===== src/verilog/jsc_defs.vh =====
`ifndef JSC_DEFS_VH
`define JSC_DEFS_VH

// Register indices; the byte address is four times the index
`define JSC_IDX_W 8
`define JSC_IDX_CTRL 8'h35
`define JSC_IDX_RSTS 8'h36
`define JSC_IDX_IRQ_STS 8'h38
`define JSC_IDX_IRQ_EN 8'h39
`define JSC_IDX_IRQ_CLR 8'h3A

// Field positions
`define JSC_CTRL_TPD 7
`define JSC_CTRL_PUD 4
`define JSC_CTRL_IVSEL 1
`define JSC_CTRL_IVCE 0
`define JSC_RSTS_TPRF 4
`define JSC_IRQ_TPRF 0
`define JSC_IRQ_TPD_CHG 1

// Reset values
`define JSC_CTRL_RST 8'h00
`define JSC_CTRL_TPD_RST 1'b0
`define JSC_IRQ_W 2
`define JSC_IRQ_RST 2'h0

// Timed write window for the port-disable bit, in clock cycles
`define JSC_TIMED_WIN 3'h4
`define JSC_WIN_CNT_W 3

// AHB encodings
`define JSC_HTRANS_NONSEQ 2'h2
`define JSC_HTRANS_SEQ 2'h3

// Test port instruction codes
`define JSC_IR_W 4
`define JSC_IR_EXTEST 4'h0
`define JSC_IR_SAMPLE 4'h2
`define JSC_IR_DEVRST 4'hC
`define JSC_IR_BYPASS 4'hF
`define JSC_IR_CAPTURE 4'h1

// Chain geometry
`define JSC_CELLS_PER_PIN 3
`define JSC_CELL_DATA 2
`define JSC_CELL_CTRL 1
`define JSC_CELL_PUE 0

`endif


===== src/verilog/jsc_scan_chain.v =====
// Boundary-scan data register: capture, shift toward bit 0, update
module jsc_scan_chain #(
   parameter LEN = 100
) (
   input wire clk,
   input wire rst_n,
   input wire capture_en,
   input wire shift_en,
   input wire update_en,
   input wire si,
   input wire [LEN-1:0] par_in,
   output wire so,
   output reg [LEN-1:0] par_out
);
   reg [LEN-1:0] chain_r;

   assign so = chain_r[0];

   // Shift stage; capture has priority over shift
   always @(posedge clk or negedge rst_n) begin
      if (!rst_n) begin
         chain_r <= {LEN{1'b0}};
      end else if (capture_en) begin
         chain_r <= par_in;
      end else if (shift_en) begin
         chain_r <= {si, chain_r[LEN-1:1]};
      end
   end

   // Update stage holds steady while shifting so pins do not ripple
   always @(posedge clk or negedge rst_n) begin
      if (!rst_n) begin
         par_out <= {LEN{1'b0}};
      end else if (update_en) begin
         par_out <= chain_r;
      end
   end
endmodule // jsc_scan_chain


===== src/verilog/jsc_sync.v =====
// Two-stage synchroniser for levels from outside the clock domain
module jsc_sync #(
   parameter W = 1
) (
   input wire clk,
   input wire rst_n,
   input wire [W-1:0] d,
   output reg [W-1:0] q
);
   reg [W-1:0] meta_r;

   // First stage feeds only the second
   always @(posedge clk or negedge rst_n) begin
      if (!rst_n) begin
         meta_r <= {W{1'b0}};
         q <= {W{1'b0}};
      end else begin
         meta_r <= d;
         q <= meta_r;
      end
   end
endmodule // jsc_sync


===== src/verilog/jsc_top.v =====
// Our own choice: the AHB-Lite interface to the registers.
`include "jsc_defs.vh"

// Notes on behaviour
// - Disable bit zero: port follows enable fuse
// - Disable bit one: port always off
// - Disable bit changes on two matching writes within window
// - Reset instruction with one sets reset flag
// - Flag cleared by power-on or written zero
module jsc_top #(
   parameter NPINS = 33,
   parameter CHAIN_LEN = 100
) (
   input wire hclk,
   input wire hresetn,
   input wire hsel,
   input wire [31:0] haddr,
   input wire [1:0] htrans,
   input wire hwrite,
   input wire [2:0] hsize,
   input wire [31:0] hwdata,
   input wire hready,
   output wire hreadyout,
   output wire hresp,
   output reg [31:0] hrdata,
   output wire irq,
   input wire test_port_enable_fuse,
   input wire tck,
   input wire tms,
   input wire tdi,
   output reg tdo,
   output wire tdo_oe,
   output wire device_reset_req,
   output wire [1:0] vector_ctrl,
   input wire [NPINS-1:0] core_out,
   input wire [NPINS-1:0] core_oe,
   input wire [NPINS-1:0] core_pue,
   input wire edge_core_pue,
   input wire [NPINS-1:0] pin_in,
   output reg [NPINS-1:0] pin_out,
   output reg [NPINS-1:0] pin_oe,
   output reg [NPINS-1:0] pin_pue,
   output reg edge_pin_pue
);
   // Test port controller states
   localparam ST_TLR = 4'h0, ST_RTI = 4'h1, ST_SEL_DR = 4'h2, ST_CAP_DR = 4'h3;
   localparam ST_SH_DR = 4'h4, ST_EX1_DR = 4'h5, ST_PA_DR = 4'h6, ST_EX2_DR = 4'h7;
   localparam ST_UPD_DR = 4'h8, ST_SEL_IR = 4'h9, ST_CAP_IR = 4'hA, ST_SH_IR = 4'hB;
   localparam ST_EX1_IR = 4'hC, ST_PA_IR = 4'hD, ST_EX2_IR = 4'hE, ST_UPD_IR = 4'hF;

   // Standard test port state walk
   function [3:0] tap_next;
      input [3:0] s;
      input m;
      begin
         case (s)
            ST_TLR: tap_next = m ? ST_TLR : ST_RTI;
            ST_RTI: tap_next = m ? ST_SEL_DR : ST_RTI;
            ST_SEL_DR: tap_next = m ? ST_SEL_IR : ST_CAP_DR;
            ST_CAP_DR: tap_next = m ? ST_EX1_DR : ST_SH_DR;
            ST_SH_DR: tap_next = m ? ST_EX1_DR : ST_SH_DR;
            ST_EX1_DR: tap_next = m ? ST_UPD_DR : ST_PA_DR;
            ST_PA_DR: tap_next = m ? ST_EX2_DR : ST_PA_DR;
            ST_EX2_DR: tap_next = m ? ST_UPD_DR : ST_SH_DR;
            ST_UPD_DR: tap_next = m ? ST_SEL_DR : ST_RTI;
            ST_SEL_IR: tap_next = m ? ST_TLR : ST_CAP_IR;
            ST_CAP_IR: tap_next = m ? ST_EX1_IR : ST_SH_IR;
            ST_SH_IR: tap_next = m ? ST_EX1_IR : ST_SH_IR;
            ST_EX1_IR: tap_next = m ? ST_UPD_IR : ST_PA_IR;
            ST_PA_IR: tap_next = m ? ST_EX2_IR : ST_PA_IR;
            ST_EX2_IR: tap_next = m ? ST_UPD_IR : ST_SH_IR;
            ST_UPD_IR: tap_next = m ? ST_SEL_DR : ST_RTI;
            default: tap_next = ST_TLR;
         endcase
      end
   endfunction

   reg [`JSC_IDX_W-1:0] a_idx_r;
   reg a_wr_r, tpd_r, pud_r, armed_r, pend_r, tprf_r, tck_d_r;
   reg byp_r, rst_sh_r, rst_reg_r, dr_so, tpd_commit;
   reg [1:0] vec_r;
   reg [`JSC_WIN_CNT_W-1:0] win_cnt_r;
   reg [`JSC_IRQ_W-1:0] irq_sts_r, irq_en_r, irq_set, irq_clr;
   reg [31:0] rd_nxt;
   reg [3:0] tap_r;
   reg [`JSC_IR_W-1:0] ir_sh_r, ir_r;
   reg [CHAIN_LEN-1:0] bs_par_in;
   integer p, k;
   wire [NPINS+3:0] lnk_s;
   wire [NPINS-1:0] pin_s;
   wire fuse_s, tck_s, tms_s, tdi_s, tck_rise, tck_fall;
   wire addr_ok, wr_act, wr_ctrl, tpd_wr, port_on, bs_sel, extest, bs_so;
   wire [CHAIN_LEN-1:0] bs_par_out;

   assign hreadyout = 1'b1;
   assign hresp = 1'b0;

   // Address phase of a NONSEQ or SEQ transfer
   assign addr_ok = hsel && hready && (htrans == `JSC_HTRANS_NONSEQ || htrans == `JSC_HTRANS_SEQ);

   // Address phase held into the data phase; test clock kept for edge finding
   always @(posedge hclk or negedge hresetn) begin
      if (!hresetn) begin
         a_idx_r <= {`JSC_IDX_W{1'b0}};
         a_wr_r <= 1'b0;
         tck_d_r <= 1'b0;
      end else begin
         a_idx_r <= haddr[`JSC_IDX_W+1:2];
         a_wr_r <= addr_ok && hwrite;
         tck_d_r <= tck_s;
      end
   end

   assign wr_act = a_wr_r;
   assign wr_ctrl = wr_act && (a_idx_r == `JSC_IDX_CTRL);
   assign tpd_wr = hwdata[`JSC_CTRL_TPD];

   // timed pair: second matching write inside window commits
   always @* begin
      tpd_commit = wr_ctrl && armed_r && (win_cnt_r < `JSC_TIMED_WIN) && (pend_r == tpd_wr);
   end

   // lone or late write only re-arms, never commits
   always @(posedge hclk or negedge hresetn) begin
      if (!hresetn) begin
         armed_r <= 1'b0;
         pend_r <= 1'b0;
         win_cnt_r <= {`JSC_WIN_CNT_W{1'b0}};
         tpd_r <= `JSC_CTRL_TPD_RST;
      end else if (tpd_commit) begin
         armed_r <= 1'b0;
         tpd_r <= pend_r;
      end else if (wr_ctrl) begin
         armed_r <= 1'b1;
         pend_r <= tpd_wr;
         win_cnt_r <= {`JSC_WIN_CNT_W{1'b0}};
      end else if (armed_r) begin
         win_cnt_r <= win_cnt_r + 1'b1;
         if (win_cnt_r == `JSC_TIMED_WIN - 1'b1) begin
            armed_r <= 1'b0;
         end
      end
   end

   // Plain control bits write at once
   always @(posedge hclk or negedge hresetn) begin
      if (!hresetn) begin
         pud_r <= 1'b0;
         vec_r <= 2'h0;
      end else if (wr_ctrl) begin
         pud_r <= hwdata[`JSC_CTRL_PUD];
         vec_r <= {hwdata[`JSC_CTRL_IVSEL], hwdata[`JSC_CTRL_IVCE]};
      end
   end

   assign vector_ctrl = vec_r;

   // port lives only with fuse set and disable clear
   assign port_on = fuse_s && !tpd_r;

   // reset request from the reset register
   assign device_reset_req = port_on && (ir_r == `JSC_IR_DEVRST) && rst_reg_r;

   // Interrupt events and software clears
   always @* begin
      irq_set = {`JSC_IRQ_W{1'b0}};
      irq_set[`JSC_IRQ_TPRF] = device_reset_req;
      irq_set[`JSC_IRQ_TPD_CHG] = tpd_commit && (pend_r != tpd_r);
      irq_clr = (wr_act && a_idx_r == `JSC_IDX_IRQ_CLR) ? hwdata[`JSC_IRQ_W-1:0] : `JSC_IRQ_RST;
   end

   // reset flag: set wins over a written zero
   always @(posedge hclk or negedge hresetn) begin
      if (!hresetn) begin
         tprf_r <= 1'b0;
      end else if (device_reset_req) begin
         tprf_r <= 1'b1;
      end else if (wr_act && a_idx_r == `JSC_IDX_RSTS && !hwdata[`JSC_RSTS_TPRF]) begin
         tprf_r <= 1'b0;
      end
   end

   // Sticky status, set beats clear
   always @(posedge hclk or negedge hresetn) begin
      if (!hresetn) begin
         irq_sts_r <= `JSC_IRQ_RST;
         irq_en_r <= `JSC_IRQ_RST;
      end else begin
         irq_sts_r <= (irq_sts_r & ~irq_clr) | irq_set;
         if (wr_act && a_idx_r == `JSC_IDX_IRQ_EN) begin
            irq_en_r <= hwdata[`JSC_IRQ_W-1:0];
         end
      end
   end

   assign irq = |(irq_sts_r & irq_en_r);

   // Read data prepared in the address phase; unmapped reads zero
   always @* begin
      rd_nxt = 32'h0000_0000;
      case (haddr[`JSC_IDX_W+1:2])
         `JSC_IDX_CTRL: begin
            rd_nxt[`JSC_CTRL_TPD] = tpd_r;
            rd_nxt[`JSC_CTRL_PUD] = pud_r;
            rd_nxt[`JSC_CTRL_IVSEL] = vec_r[1];
            rd_nxt[`JSC_CTRL_IVCE] = vec_r[0];
         end
         `JSC_IDX_RSTS: rd_nxt[`JSC_RSTS_TPRF] = tprf_r;
         `JSC_IDX_IRQ_STS: rd_nxt[`JSC_IRQ_W-1:0] = irq_sts_r;
         `JSC_IDX_IRQ_EN: rd_nxt[`JSC_IRQ_W-1:0] = irq_en_r;
         default: rd_nxt = 32'h0000_0000;
      endcase
   end

   always @(posedge hclk or negedge hresetn) begin
      if (!hresetn) begin
         hrdata <= 32'h0000_0000;
      end else if (addr_ok && !hwrite) begin
         hrdata <= rd_nxt;
      end
   end

   // Link pins, fuse and pin levels cross into hclk before any use
   jsc_sync #(.W(NPINS+4)) u_sync (
      .clk(hclk),
      .rst_n(hresetn),
      .d({test_port_enable_fuse, tck, tms, tdi, pin_in}),
      .q(lnk_s)
   );

   assign fuse_s = lnk_s[NPINS+3];
   assign tck_s = lnk_s[NPINS+2];
   assign tms_s = lnk_s[NPINS+1];
   assign tdi_s = lnk_s[NPINS];
   assign pin_s = lnk_s[NPINS-1:0];

   assign tck_rise = tck_s && !tck_d_r && port_on;
   assign tck_fall = !tck_s && tck_d_r && port_on;

   // a disabled port holds its controller in reset
   always @(posedge hclk or negedge hresetn) begin
      if (!hresetn) begin
         tap_r <= ST_TLR;
         ir_sh_r <= `JSC_IR_BYPASS;
         ir_r <= `JSC_IR_BYPASS;
         byp_r <= 1'b0;
         rst_sh_r <= 1'b0;
         rst_reg_r <= 1'b0;
      end else if (!port_on || (tck_rise && tap_r == ST_TLR)) begin
         tap_r <= port_on ? tap_next(tap_r, tms_s) : ST_TLR;
         ir_r <= `JSC_IR_BYPASS;
         rst_reg_r <= 1'b0;
      end else if (tck_rise) begin
         tap_r <= tap_next(tap_r, tms_s);
         case (tap_r)
            ST_CAP_IR: ir_sh_r <= `JSC_IR_CAPTURE;
            ST_SH_IR: ir_sh_r <= {tdi_s, ir_sh_r[`JSC_IR_W-1:1]};
            ST_UPD_IR: ir_r <= ir_sh_r;
            ST_CAP_DR: begin
               byp_r <= 1'b0;
               rst_sh_r <= rst_reg_r;
            end
            ST_SH_DR: begin
               byp_r <= tdi_s;
               rst_sh_r <= tdi_s;
            end
            ST_UPD_DR: begin
               if (ir_r == `JSC_IR_DEVRST) begin
                  rst_reg_r <= rst_sh_r;
               end
            end
            default: ;
         endcase
      end
   end

   assign bs_sel = (ir_r == `JSC_IR_EXTEST) || (ir_r == `JSC_IR_SAMPLE);
   assign extest = port_on && (ir_r == `JSC_IR_EXTEST);

   // three cells per pin, data highest; top cell is the edge pull-up
   always @* begin
      bs_par_in = {CHAIN_LEN{1'b0}};
      for (p = 0; p < NPINS; p = p + 1) begin
         bs_par_in[`JSC_CELLS_PER_PIN*p+`JSC_CELL_DATA] = pin_s[p];
         bs_par_in[`JSC_CELLS_PER_PIN*p+`JSC_CELL_CTRL] = core_oe[p];
         bs_par_in[`JSC_CELLS_PER_PIN*p+`JSC_CELL_PUE] = core_pue[p];
      end
      bs_par_in[CHAIN_LEN-1] = edge_core_pue;
   end

   jsc_scan_chain #(.LEN(CHAIN_LEN)) u_chain (
      .clk(hclk),
      .rst_n(hresetn),
      .capture_en(tck_rise && bs_sel && tap_r == ST_CAP_DR),
      .shift_en(tck_rise && bs_sel && tap_r == ST_SH_DR),
      .update_en(tck_rise && bs_sel && tap_r == ST_UPD_DR),
      .si(tdi_s),
      .par_in(bs_par_in),
      .so(bs_so),
      .par_out(bs_par_out)
   );

   // pins follow the update cells under external test
   always @* begin
      for (k = 0; k < NPINS; k = k + 1) begin
         pin_out[k] = extest ? bs_par_out[`JSC_CELLS_PER_PIN*k+`JSC_CELL_DATA] : core_out[k];
         pin_oe[k] = extest ? bs_par_out[`JSC_CELLS_PER_PIN*k+`JSC_CELL_CTRL] : core_oe[k];
         pin_pue[k] = extest ? bs_par_out[`JSC_CELLS_PER_PIN*k+`JSC_CELL_PUE]
                             : (core_pue[k] && !pud_r);
      end
      edge_pin_pue = extest ? bs_par_out[CHAIN_LEN-1] : (edge_core_pue && !pud_r);
   end

   always @* begin
      if (bs_sel) begin
         dr_so = bs_so;
      end else if (ir_r == `JSC_IR_DEVRST) begin
         dr_so = rst_sh_r;
      end else begin
         dr_so = byp_r;
      end
   end

   // Output bit moves on the falling test clock, as a tester expects
   always @(posedge hclk or negedge hresetn) begin
      if (!hresetn) begin
         tdo <= 1'b0;
      end else if (tck_fall) begin
         tdo <= (tap_r == ST_SH_IR) ? ir_sh_r[0] : dr_so;
      end
   end

   // output released whenever the port is off, so no static drive
   assign tdo_oe = port_on && (tap_r == ST_SH_IR || tap_r == ST_SH_DR);
endmodule // jsc_top

===== config.mk =====
export PLATFORM = sky130hd
export DESIGN_NAME = jsc_top
export DESIGN_NICKNAME = d
export VERILOG_FILES = /design/src/verilog/jsc_scan_chain.v /design/src/verilog/jsc_sync.v /design/src/verilog/jsc_top.v
export VERILOG_INCLUDE_DIRS = /design/src /design/src/verilog
export SDC_FILE = /design/constraint.sdc
export NUM_CORES = 1
export LEC_CHECK = 0
export BUFFER_PORTS_ARGS = -buffer_cell sky130_fd_sc_hd__buf_2
export CORE_MARGIN = 10
export CORE_UTILIZATION = 58
export CTS_CLUSTER_SIZE = 25
export DETAILED_ROUTE_END_ITERATION = 7
export PLACE_DENSITY = 0.87
export SLEW_MARGIN = 0
export SYNTH_ARGS = -nofsm -noshare
export SYNTH_HDL_FRONTEND = slang
export SYNTH_HIERARCHICAL = 1
export SYNTH_SLANG_ARGS = --single-unit

===== constraint.sdc =====
create_clock -name hclk -period 3.15 [get_ports hclk]
set_input_delay 0.7875 -clock hclk [delete_from_list [all_inputs] [get_ports hclk]]
set_output_delay 0.7875 -clock hclk [all_outputs]
set_load 0.02 [all_outputs]

==> results, run 1 <==
- The run finished with clean final reports.
- The fill cell total of the finished layout is 1710.
- In this run the remaining antenna-violating nets after routing total 0.
- The reg-to-reg critical path startpoint is tpd_r$_DFFE_PN0P_.
- Setup repair after global routing could not meet its margin everywhere.
- Counting cells, the worst reg-to-reg path comes to 7.
- After clock tree synthesis, the clock-pin slew on the worst setup and hold paths is 0.06 ns.
- The via density per instance is 5.50.
- The area of combinational cells with multiple inputs is 0.00553 mm².
- In this run the count of I/O pins placed on the die edge is 351.
- The initial utilization of the core area, before any placement, comes to 58.6%.
- The number of synthesized flops with an enable pin is 0.
- The mapped cell area is 0.0142 mm².
- The fraction of layout cells with a size suffix above 1 is 37.2%.
- STA classifies the critical path startpoint as a flop.
- The instance area after placement is 0.0156 mm².
- The number of global-route vias before repair is 10.5k.
- The share of the synthesized area in the top cell type is 54.7%.
- The count of unresolved DRC violations after routing is 0.
- Hold is met by approximately 0.25 ns.
- Walking the worst path, the cells encountered are nor3_4 > and3_4 > buf_12 > mux2_2 > buf_2.
- Measured along the y axis, the die boundary spans between 150 and 200 µm.
- In this run, CTS created clock tree buffers numbering 35.
- The total number of clock tree sinks is 318.
- The type of destination of the critical path is a primary output.
- The tightest min-delay check is of the in2async type.
- For the worst-skew pair, the clock arrives at the later sink with an insertion delay of 0.50 ns.
- The static power due to leakage is approximately 0.0075 µW.
- CTS placed an instance of sky130_fd_sc_hd__clkbuf_16 at the clock tree root.
- The max-slew violation total from the final report is 0.
- The number of placement rows is 57.
- The maximum root-to-sink buffer count is 3.
- The clock tree synthesis step divided the H-tree into 2 levels.
- A synthesized cell averages 12.1 µm².
- The worst-case IR drop observed on VDD is 0.430 mV.
- The family with the most delay on the worst path is simple AND/OR/NAND/NOR gates.
- For this run, the top clock speed supported by timing is 324 MHz.
- The worst setup skew after layout is 0.0145 ns.
- After synthesis, the cell types taking the most area are sky130_fd_sc_hd__dfrtp_1 (55%), sky130_fd_sc_hd__mux2_2 (13%), sky130_fd_sc_hd__mux2i_1 (7.6%), sky130_fd_sc_hd__nand2_1 (4.3%), sky130_fd_sc_hd__o21ai_1 (3.4%).
- Setup violations remaining at the end of the flow were counted as 0.
- The endpoint identified for the worst register-to-register timing path is u_chain/chain_r[45]$_DFFE_PN0P_.
- For the worst setup path, the data arrival time is 2.29 ns.
- The share of synthesized flip-flops with an asynchronous set or reset is 100%.
- The setup check on the worst reg-to-reg path leaves a slack of 0.75 ns.
- The largest net degree at the start of global routing is just over 100.
- The max-cap violation count is 0.
- The number of vias in the routed layout is 9720.
- The total number of cells along the worst setup path is 5.
- For the pin with the worst max-slew slack, the measured transition is 0.639 ns.
- The routed wire length is 33300 µm.
- TritonCTS built the clock tree.
- The power density relative to cell area is between 500 and 600 mW/mm².
- On the worst path, the slowest cell contributes a delay of 0.39 ns.
- Relative to the synthesized area, the layout overhead comes to 18.3%.
- The time the worst path needs with I/O delays and setup is 3.08 ns.
- The biggest area contributor in the post-synthesis netlist is sky130_fd_sc_hd__dfrtp_1.
- The register area is 0.00797 mm².
- The number of cells produced by synthesis is 1168.
- The number of input and output port buffers inserted is between 200 and 300.
- The leading register cell type out of synthesis is sky130_fd_sc_hd__dfrtp_1.
- For this run, the post-layout net count is 1628.
- The synthesis warning total is 6.
- The number of detailed-route iterations in the first pass is 5.
- The required time of the critical path is 2.36 ns.
- The sequential cell area fraction in the yosys report is 56.2%.
- The count of routing violations after the opening detailed-route iteration is slightly above 900.
- The number of hold-slack violations in the final timing report is 0.
- In the finished design, the share of the clock period the worst path needs comes to 97.9%.
- The most critical setup path has its startpoint at ir_r[2]$_DFFE_PN1P_.
- The synthesized netlist contains 59 unique library cells.
- The first global-routing pass estimated 53000 µm of wire.
- The overall fraction of global-route tracks in use is 20.7%.
- The number of buffers and inverters on the critical path is 2.
- The startpoint-to-endpoint class of the critical path is reg2out.
- In this run the standard cell core region covers approximately 0.024 mm².
- The timing endpoint of the critical path is pin_oe[31].
- The HPWL after detailed placement is approximately 22000 µm.
- The initial antenna violation count is 3.
- Of all nets on the critical path, the largest fanout is 47.
- The final routed wire length divided by cell count is roughly 19 µm.
- The overflow left after global routing is 0.
- The summed area of non-filler cells in the final layout is 0.0168 mm².
- From left edge to right edge, the die measures around 180 µm.
- The number of hold buffers added after CTS was 0.
- The worst pin sits at a relative slew slack of 57.4%.
- The routability-driven placement congestion ratio is 0.850.
- The cell type of the slowest stage on the worst timing path is sky130_fd_sc_hd__dfstp_2.
- The floorplan step defined a die boundary enclosing 0.0311 mm².
- After synthesis the netlist holds a flip-flop and latch count of approximately 320.
-- metrics by stage --
stage | total power (µW) | cells | utilization [%] | TNS (ns) | setup WS, ns
final | 8940 | 1768 | 69.4 | 0 | 0.0676
after global routing | 9260 | 1768 | 69.4 | -0.333 | -0.0294
after detailed placement | 4900 | 1701 | 64.3 | 0 | 0.430
after floorplan | 4600 | 1196 | - | 0 | 0.700
after global placement | 4880 | 1701 | 64.3 | 0 | 0.416
after CTS | 9020 | 1765 | 69.3 | 0 | 0.0359
-- cell type report --
cell class	instances	area share (%)
multi-input cells	762	33.0
repair buffers	285	9.70
diodes	3	0.0448
flip-flops and latches	318	47.5
inverters	13	0.291
well taps	324	2.42
clock buffers	55	6.52
clock inverters	8	0.559
-- repair_timing --
| action | 4_1_cts | 5_1_grt |
|---|---|---|
| resized for setup | 1 | 2 |
| pin swaps | 1 | 2 |
| gates cloned | 0 | 0 |
| buffers inserted | 1 | 0 |
| setup endpoints to repair | 65 | 39 |
-- sequential cells by signal (all words and copies together) (netlist names), 3 cells and up --
signal / flops
u_chain/chain_r: 100
u_chain/par_out: 100
u_sync/meta_r: 37
u_sync/q: 37
a_idx_r: 8
hrdata: 4
ir_r: 4
ir_sh_r: 4
tap_r: 4
win_cnt_r: 3
-- metal layers --
layer | part of all wire (%) | track usage, % | up-vias | routed length, µm
li1 | - | - | 4490 | -
met1 | 40 | 24.5 | 4802 | 13200
met2 | 52 | 36.0 | 335 | 17100
met3 | 4.9 | 3.61 | 93 | 1640
met4 | 4.0 | 9.91 | 0 | 1340
met5 | 0 | 0 | - | 0
-- synthesized netlist by cell type (3+ instances only) --
cell,count
sky130_fd_sc_hd__o31ai_1,4
sky130_fd_sc_hd__clkbuf_1,30
sky130_fd_sc_hd__nor2_1,17
sky130_fd_sc_hd__a21oi_1,10
sky130_fd_sc_hd__a31oi_1,3
sky130_fd_sc_hd__buf_2,15
sky130_fd_sc_hd__nand2_1,163
sky130_fd_sc_hd__mux2i_1,107
sky130_fd_sc_hd__buf_4,31
sky130_fd_sc_hd__mux2_2,162
sky130_fd_sc_hd__o21ai_0,49
sky130_fd_sc_hd__mux2_4,12
sky130_fd_sc_hd__inv_1,13
sky130_fd_sc_hd__nand3b_1,4
sky130_fd_sc_hd__a22o_1,4
sky130_fd_sc_hd__buf_8,10
sky130_fd_sc_hd__buf_6,16
sky130_fd_sc_hd__nor2b_1,8
sky130_fd_sc_hd__nand2b_1,39
sky130_fd_sc_hd__nand3_1,6
sky130_fd_sc_hd__nor3b_1,3
sky130_fd_sc_hd__dfrtp_1,310
sky130_fd_sc_hd__o21ai_2,5
sky130_fd_sc_hd__o21ai_1,95
sky130_fd_sc_hd__dfstp_2,8
-- cells by family (layout without fill, tap and decap cells) --
logic type               Yosys count  in the layout  synth area share (%)
AO/OA/AOI/OAI                    184            184                  7.19
XOR/XNOR                           3              3                 0.185
adder cells (fa/ha/maj)            2              2                 0.176
buffers and inverters            116            361                  5.78
flip-flops                       318            318                  56.2
multiplexers                     281            281                  21.7
other                              2             33                0.0530
AND/OR/NAND/NOR                  262            262                  8.71
-- how the worst min path moves through the flow --
stage	slack, ns	endpoint	start
CTS	0.25	tpd_r$_DFFE_PN0P_	hresetn
global placement	0.33	u_sync/q[32]$_DFF_PN0_	u_sync/meta_r[32]$_DFF_PN0_
floorplan	0.33	u_sync/q[0]$_DFF_PN0_	u_sync/meta_r[0]$_DFF_PN0_
global route	0.26	tpd_r$_DFFE_PN0P_	hresetn
finish	0.25	tpd_r$_DFFE_PN0P_	hresetn
detailed placement	0.33	u_sync/q[14]$_DFF_PN0_	u_sync/meta_r[14]$_DFF_PN0_
-- where the power goes --
part	internal [µW]	total [µW]	leakage, µW	switching [µW]
clock network	2550	4110	0.000589	1560
registers	4170	4230	0.00385	50.9
logic	230	604	0.00309	374
-- cell usage in the layout, fill, tap and decap left out, types with 11 or more instances in the layout --
master / synthesis / routed
sky130_fd_sc_hd__inv_1: 13 / 13
sky130_fd_sc_hd__o21ai_1: 95 / 95
sky130_fd_sc_hd__o21ai_0: 49 / 49
sky130_fd_sc_hd__nand2b_1: 39 / 39
sky130_fd_sc_hd__clkbuf_16: 0 / 37
sky130_fd_sc_hd__mux2_2: 162 / 160
sky130_fd_sc_hd__dfrtp_1: 310 / 310
sky130_fd_sc_hd__nand2_1: 163 / 163
sky130_fd_sc_hd__mux2_4: 12 / 14
sky130_fd_sc_hd__buf_12: 1 / 11
sky130_fd_sc_hd__mux2i_1: 107 / 107
sky130_fd_sc_hd__nor2_1: 17 / 15
sky130_fd_sc_hd__conb_1: 2 / 30
sky130_fd_sc_hd__buf_2: 15 / 263
No activity file was read; power rests on OpenSTA's default activity.
==> run 2: changes to the inputs <==
PLACE_DENSITY = 0.86   (was 0.87)
==> run 2 against run 1 <==
  * Global-route usage up 0.10 points
  * Largest power group unchanged
  * Sequential power about the same
  * First-iteration DRC count decreased by 2.3%
  * Wire length increased by 1.8%
  * Largest cell class unchanged
  * Critical path type unchanged
  * Sequential cell count did not move
  * Fmax decreased by 0.55%
==> results, run 2 (synthesis gave the netlist of run 1 again) <==
- The fill cell total of the finished layout is roughly 1.6k.
- Setup repair after global routing could not meet its margin everywhere.
- The congestion estimate from routability-driven global placement came to 0.855.
- Summing all placed instances gives a cell area of roughly 0.016 mm².
- The number of vias in the routed layout is 9851.
- After detailed routing, the number of vias per cell comes to 5.57.
- The die extent in y is 176 µm.
- The number of hold-slack violations in the final timing report came to 0.
- The number of global-route vias before repair is 10.3k.
- At the worst endpoint, the required time is 2.36 ns.
- The area growth from synthesis to layout is 19.1%.
- The buffer type at the clock tree root is sky130_fd_sc_hd__clkbuf_16.
- The library cell used most frequently in the layout, excluding fill and tap cells, is sky130_fd_sc_hd__dfrtp_1.
- The overflow left after global routing is 0.
- The time the worst path needs with I/O delays and setup is 3.10 ns.
- The arrival time of data at the critical path endpoint is 2.31 ns.
- Entering global routing, the biggest net connects 122 pins.
- After floorplanning, the core was divided into 57 placement rows.
- The global-route wire length before repair is 53400 µm.
- The largest fanout on the critical path is 25.
- After routing the design area is 0.0169 mm².
- Setup slack closes at slightly above 0.05 ns.
- The fraction of layout cells with a size suffix above 1 is between 30% and 40%.
- The remaining number of nets flagged by the antenna check after routing is 0.
- The worst setup path is captured at a primary output.
- The launching element type of the critical path is a flop.
- The max-cap violation count is 0.
- Summing all multi-input logic gate instances after layout gives ~0.0055 mm².
- Setup violations remaining at the end of the flow were counted as 0.
- The HPWL after detailed placement is about 22000 µm.
- TritonCTS created 31 clock buffers.
- The reg-to-reg endpoint is u_chain/chain_r[84]$_DFFE_PN0P_.
- In this run the worst hold path is classified as in2async.
- The setup slack of the worst register-to-register path is 0.80 ns.
- Of the total power, the share spent switching nets is between 20% and 30%.
- Clock-pin slew was measured on the worst setup and hold paths at ~0.06 ns.
- The launch point of the critical path is tpd_r$_DFFE_PN0P_.
- For this design the total switching power over the nets is between 1500 and 2000 µW.
- In this run the number of cells on the critical path is 5.
- The logic gate share of total power is 7.0%.
- The reg-to-reg critical path startpoint is tpd_r$_DFFE_PN0P_.
- The core region is 0.0242 mm².
- The die footprint is 0.0311 mm².
- After layout, the design draws a total of between 8000 and 9000 µW.
- The worst-case headroom to the max-slew limit is 60.8%.
- Dividing the final minimum period by the clock period gives approximately 98%.
- The worst-case setup slack after placement is 0.332 ns.
- The register area is 0.00797 mm².
- The routed wire length is 33900 µm.
- The final routed wire length divided by cell count is 19.1 µm.
- Global routing used 20.8% of the available tracks across all layers.
- No sink is reached through more buffers than the 3 on the longest clock path.
- The worst reg2reg path depth is 7.
- In this run the number of H-tree levels came out at 1.
- In this run the count of I/O pins placed on the die edge is 351.
- The total number of clock tree sinks is 318.
- Once the floorplan was initialized, standard cells occupied 58.6% of the core.
- The power density relative to cell area is 524 mW/mm².
- The run finished with clean final reports.
- The number of input and output port buffers inserted is roughly 260.
- The die is 176 µm wide.
- The slowest stage of the critical path belongs to the cell sky130_fd_sc_hd__dfrtp_2.
- The first TritonRoute pass finished after 5 iterations.
- For the pin with the worst max-slew slack, the measured transition is slightly below 0.6 ns.
- In the layout the commonest cells are sky130_fd_sc_hd__dfrtp_1 (309), sky130_fd_sc_hd__buf_2 (251), sky130_fd_sc_hd__nand2_1 (163), sky130_fd_sc_hd__mux2_2 (161), sky130_fd_sc_hd__mux2i_1 (107).
- In this run, the number of DRC markers left after iteration 0 of detailed routing was 907.
- The max-slew violation total from the final report is 0.
- Summed over all cells, the static leakage comes to around 0.0076 µW.
- The largest single stage delay on the critical path is 0.46 ns.
- The later pin in the worst-skew pair is clocked with a latency of around 0.55 ns.
- The share of total power dissipated in sequential elements is 47.7%.
- The clock arrives with 0.0161 ns of skew.
- The largest registers in the layout are u_chain/chain_r x100, u_chain/par_out x100.
- For this run, the share of the core covered by cells in the final layout is between 60 and 70%.
- The TritonCTS clock tree is yes.
- Walking the worst path, the cells encountered are nor2b_4 > and3_4 > buf_16 > mux2_2 > buf_2.
- The achievable clock frequency is ~320 MHz.
- For this run, the post-layout net count is 1633.
- The clock network fraction of total power is 45.3%.
- Across the VDD grid, the largest voltage drop is roughly 0.43 mV.
- The startpoint-to-endpoint class of the critical path is reg2out.
- The family with the most delay on the worst path is simple AND/OR/NAND/NOR gates.
- The initial antenna violation count is 2.
- In the routed design, unresolved DRC markers number 0.
- The internal power of the cells totals between 6000 and 7000 µW.
- The number of buffers and inverters on the critical path is 2.
- The timing endpoint of the critical path is pin_oe[17].
==> run 2: how the worst min path moves through the flow <==
| stage | slack, ns | to | cells after the start |
|---|---|---|---|
| 3_3_place_gp | 0.33 | u_sync/q[33]$_DFF_PN0_ | 0 |
| 6_report | 0.23 | u_sync/q[29]$_DFF_PN0_ | 1 |
| 5_1_grt | 0.26 | u_sync/meta_r[30]$_DFF_PN0_ | 1 |
| 2_1_floorplan | 0.33 | u_sync/q[0]$_DFF_PN0_ | 0 |
| 4_1_cts | 0.24 | u_sync/meta_r[28]$_DFF_PN0_ | 1 |
| 3_5_place_dp | 0.33 | u_sync/q[17]$_DFF_PN0_ | 0 |
==> run 2: final cells by class <==
type                    instances  share of cell area, %
clock buffers                  42                   5.25
inverters                      13                  0.289
flip-flops and latches        318                   47.2
clock inverters                15                   1.39
well taps                     324                   2.40
diodes                          2                 0.0296
repair buffers                293                   10.6
multi-input cells             763                   32.8
==> run 2: worst reg2reg max path, delay by kind of cell, from the launching register on <==
| kind | cells | cell delay (ns) |
|---|---|---|
| buf+inv | 2 | 0.63 |
| flops | 1 | 0.46 |
| compound gates | 1 | 0.14 |
| simple gates | 4 | 1.04 |
==> run 2: what timing repair did <==
action                                 in CTS  in global routing
hold buffers                                0                  0
setup endpoints to repair                  88                 12
resized for setup                           7                 15
setup buffers                               2                  0
endpoints found under the hold margin       0                  0
pin swaps                                   2                  0
gates cloned                                3                  0
==> run 2: routing by layer <==
layer / track usage, % / wire (µm)
met1: 25.2 / 13300
met2: 36.7 / 17500
met3: 3.87 / 2090
met4: 6.73 / 920
met5: 0 / 0
==> run 2: power by group through the flow <==
stage	Sequential [µW]	Combinational, µW	Clock (µW)
after floorplan	4280	324	0
after global placement	4290	590	0
after detailed placement	4300	606	0
after CTS	4220	616	4070
after global routing	4230	672	4240
final	4220	616	4010
==> run 2: through the flow <==
| step | hold slack (ns) | std cells | setup TNS, ns |
|---|---|---|---|
| final | 0.232 | 1770 | 0 |
| after global routing | 0.256 | 1770 | -0.676 |
| after CTS | 0.238 | 1768 | 0 |
| after detailed placement | 0.335 | 1706 | 0 |
| after global placement | 0.332 | 1706 | 0 |
| after floorplan | 0.331 | 1196 | 0 |
==> run 3: changes to the inputs <==
CORE_UTILIZATION = 60   (was 58)
CTS_BUF_LIST = sky130_fd_sc_hd__clkbuf_4 sky130_fd_sc_hd__clkbuf_8   (was not set)
PLACE_DENSITY = 0.88   (was 0.86)
==> run 3 against run 2 <==
  * The flow now finishes with violations (negative setup slack)
  * Power is 7.0% lower
  * Utilization rose by 1.5 points
  * Worst setup slack worse by 0.060 ns
  * Die area decreased by 3.0%
  * Clock-buffer cell count grew 39
  * Via count decreased by 1.1%
  * Fmax shrank 1.9%
  * Highest routed layer unchanged
==> results, run 3 (synthesis gave the netlist of run 1 again) <==
- The flow ran to the end, but the final reports show violations.
- The checks that failed: negative setup slack.
- The busiest metal layer after global routing is met2.
- The clock-pin slew reported for the worst setup and hold paths after clock tree synthesis is approximately 0.060 ns.
- The clock latency at the later pin of the worst-skew pair is 0.55 ns.
- The die covers approximately 0.03 mm².
- The total number of clock tree sinks is between 300 and 400.
- The final routed wire length divided by cell count is about 18 µm.
- Entering global routing, the biggest net connects 131 pins.
- The count of routing violations after the opening detailed-route iteration is 755.
- The number of placement rows is 56.
- At the pin with the least slew margin, the transition time is 0.717 ns.
- The number of setup violations in the final report is 2.
- Together, buffers and inverters on the worst path number 2.
- The slowest stage of the critical path belongs to the cell sky130_fd_sc_hd__dfstp_2.
- In the routed design, unresolved DRC markers number 0.
- The routed layout has 9741 vias.
- The global-route track usage on met3 is ~3.7%.
- The effective utilization at floorplan is roughly three fifths.
- The filler cells instantiated in the layout total ~1.6k.
- Traced cell by cell, the critical path runs through nor3_4 > and3_4 > bufbuf_16 > mux2_4 > buf_2.
- The count of buffers added on input and output ports is 264.
- Subtracting the final worst setup slack from the clock period gives 3.16 ns.
- The remaining number of nets flagged by the antenna check after routing is 0.
- Global routing used a little over a fifth of the available tracks.
- The via density per instance is 5.44.
- Broken down by cell family, the worst path's largest delay share belongs to simple AND/OR/NAND/NOR gates.
- Based on the critical path, the design can be clocked at up to 317 MHz.
- Summing all multi-input logic gate instances after layout gives 0.00553 mm².
- The met1 global-route usage is 25.4%.
- Summed over all cells, the static leakage comes to between 0.007 and 0.008 µW.
- In this run the vertical extent of the chip is 174 µm.
- The max-cap violation count is 0.
- The number of hold-slack violations in the final timing report came to 0.
- The launching element type of the critical path is a flop.
- The routability-driven placement congestion ratio is 0.811.
- Before antenna repair, the detailed router went through 5 iterations.
- For this run, the slowest stage of the critical path takes 0.39 ns.
- In the final layout, flip-flops and latches occupy 0.00797 mm².
- The arrival time of data at the critical path endpoint is 2.37 ns.
- The path class of the tightest hold or removal check is in2async.
- Measured on the finished design, the core utilization comes to 71.4%.
- After legalization and detailed placement, the total HPWL measured around 22000 µm.
- Of the available clock period, the critical path in the final layout requires 100%.
- Measured against its own limit, the worst slew margin works out to 52.2%.
- Buffers inserted during clock tree synthesis total 49.
- The required time of the critical path is 2.36 ns.
- In the final layout, the share of cells above drive strength 1 is 39.1%.
- The level count of the clock H-tree is 2.
- After layout, the worst setup slack is -0.00928 ns.
- The buffer type at the clock tree root is sky130_fd_sc_hd__clkbuf_8.
- The clock passes through at most 3 buffers.
- The power density relative to cell area is 494 mW/mm².
- TritonCTS built the clock tree.
- Setup repair after global routing could not meet its margin everywhere.
- The first global-routing pass estimated 53300 µm of wire.
- For this run the aggregate overflow at the end of global routing stands at 0.
- On the final layout, the worst hold slack is 0.171 ns.
- For the final database, setup skew stands at 0.0135 ns.
- The core region is 0.0233 mm².
- The largest registers in the layout are u_chain/chain_r x100, u_chain/par_out x100.
- The die outline width is between 150 and 200 µm.
- The worst setup path is captured at a primary output.
- The startpoint-to-endpoint class of the critical path is reg2out.
- The peak supply drop is 0.483 mV.
- Of all nets on the critical path, the largest fanout is 21.
- The max-slew violation total from the final report was 0.
- The initial antenna violation count is 1.
- 351 I/O pins were placed.
- The relative area change from synthesis to final layout is 17.5%.
- The most common cell after layout, fill and taps aside is sky130_fd_sc_hd__dfrtp_1.
- The top cell types in the final layout, fill and taps aside, are sky130_fd_sc_hd__dfrtp_1 (310), sky130_fd_sc_hd__buf_2 (259), sky130_fd_sc_hd__nand2_1 (163), sky130_fd_sc_hd__mux2_2 (161), sky130_fd_sc_hd__mux2i_1 (107).
- The final net count is around 1.7k.
- The routed wire length is 33000 µm.
- The met2 track utilization from global routing is 37.4%.
- The number of global-route vias before repair was 10.5k.
-- run 3: cell type report --
class / count / share of cell area, %
sequential: 318 / 47.8
multi-input combinational: 762 / 33.2
timing repair buffer: 293 / 10.3
clock buffer: 81 / 5.79
tap: 319 / 2.40
inverter: 13 / 0.293
clock inverter: 4 / 0.135
antenna: 1 / 0.0150
-- run 3: final timing paths --
kind,startpoint,endpoint,slack (ns),cells past startpoint
max in group asynchronous,hresetn,ir_r[0]$_DFFE_PN1P_,2.22,2
hold reg to reg,u_sync/meta_r[8]$_DFF_PN0_,u_sync/q[8]$_DFF_PN0_,0.34,0
min in group hclk,u_sync/meta_r[8]$_DFF_PN0_,u_sync/q[8]$_DFF_PN0_,0.34,0
setup reg to reg,tap_r[0]$_DFFE_PN0P_,u_chain/chain_r[91]$_DFFE_PN0P_,0.67,6
hold / removal,hresetn,hrdata[0]$_DFFE_PN0P_,0.17,1
setup / recovery,ir_r[2]$_DFFE_PN1P_,pin_oe[0],-0.009,5
-- run 3: routing by layer --
metal / wire length [µm] / part of all wire [%] / vias up
met5: 0 / 0 / -
met4: 924 / 2.8 / 0
met3: 1600 / 4.8 / 71
met2: 17100 / 52 / 330
met1: 13400 / 41 / 4801
li1: - / - / 4539
-- run 3: timing repair --
item	in CTS	in global routing
endpoints found under the setup margin	77	60
hold buffers	0	0
pin swaps	2	1
gates resized for setup	2	7
setup buffers	1	1
cloned	1	0
-- run 3: where the power goes --
group	switching (µW)	leakage, µW	internal [µW]
logic	367	0.00314	232
registers	57.4	0.00385	4180
clock network	1490	0.000532	1920
total	1910	0.00752	6320
-- run 3: metrics by stage --
step	instance area [µm²]	power [µW]	worst slack (ns)	cells	setup TNS [ns]
floorplan	14300	4600	0.700	1196	0
global placement	15600	4880	0.386	1702	0
detailed placement	15600	4900	0.357	1702	0
CTS	16600	8320	-0.00787	1789	-0.0134
global route	16700	8560	-0.0830	1791	-2.54
finish	16700	8240	-0.00928	1791	-0.0141
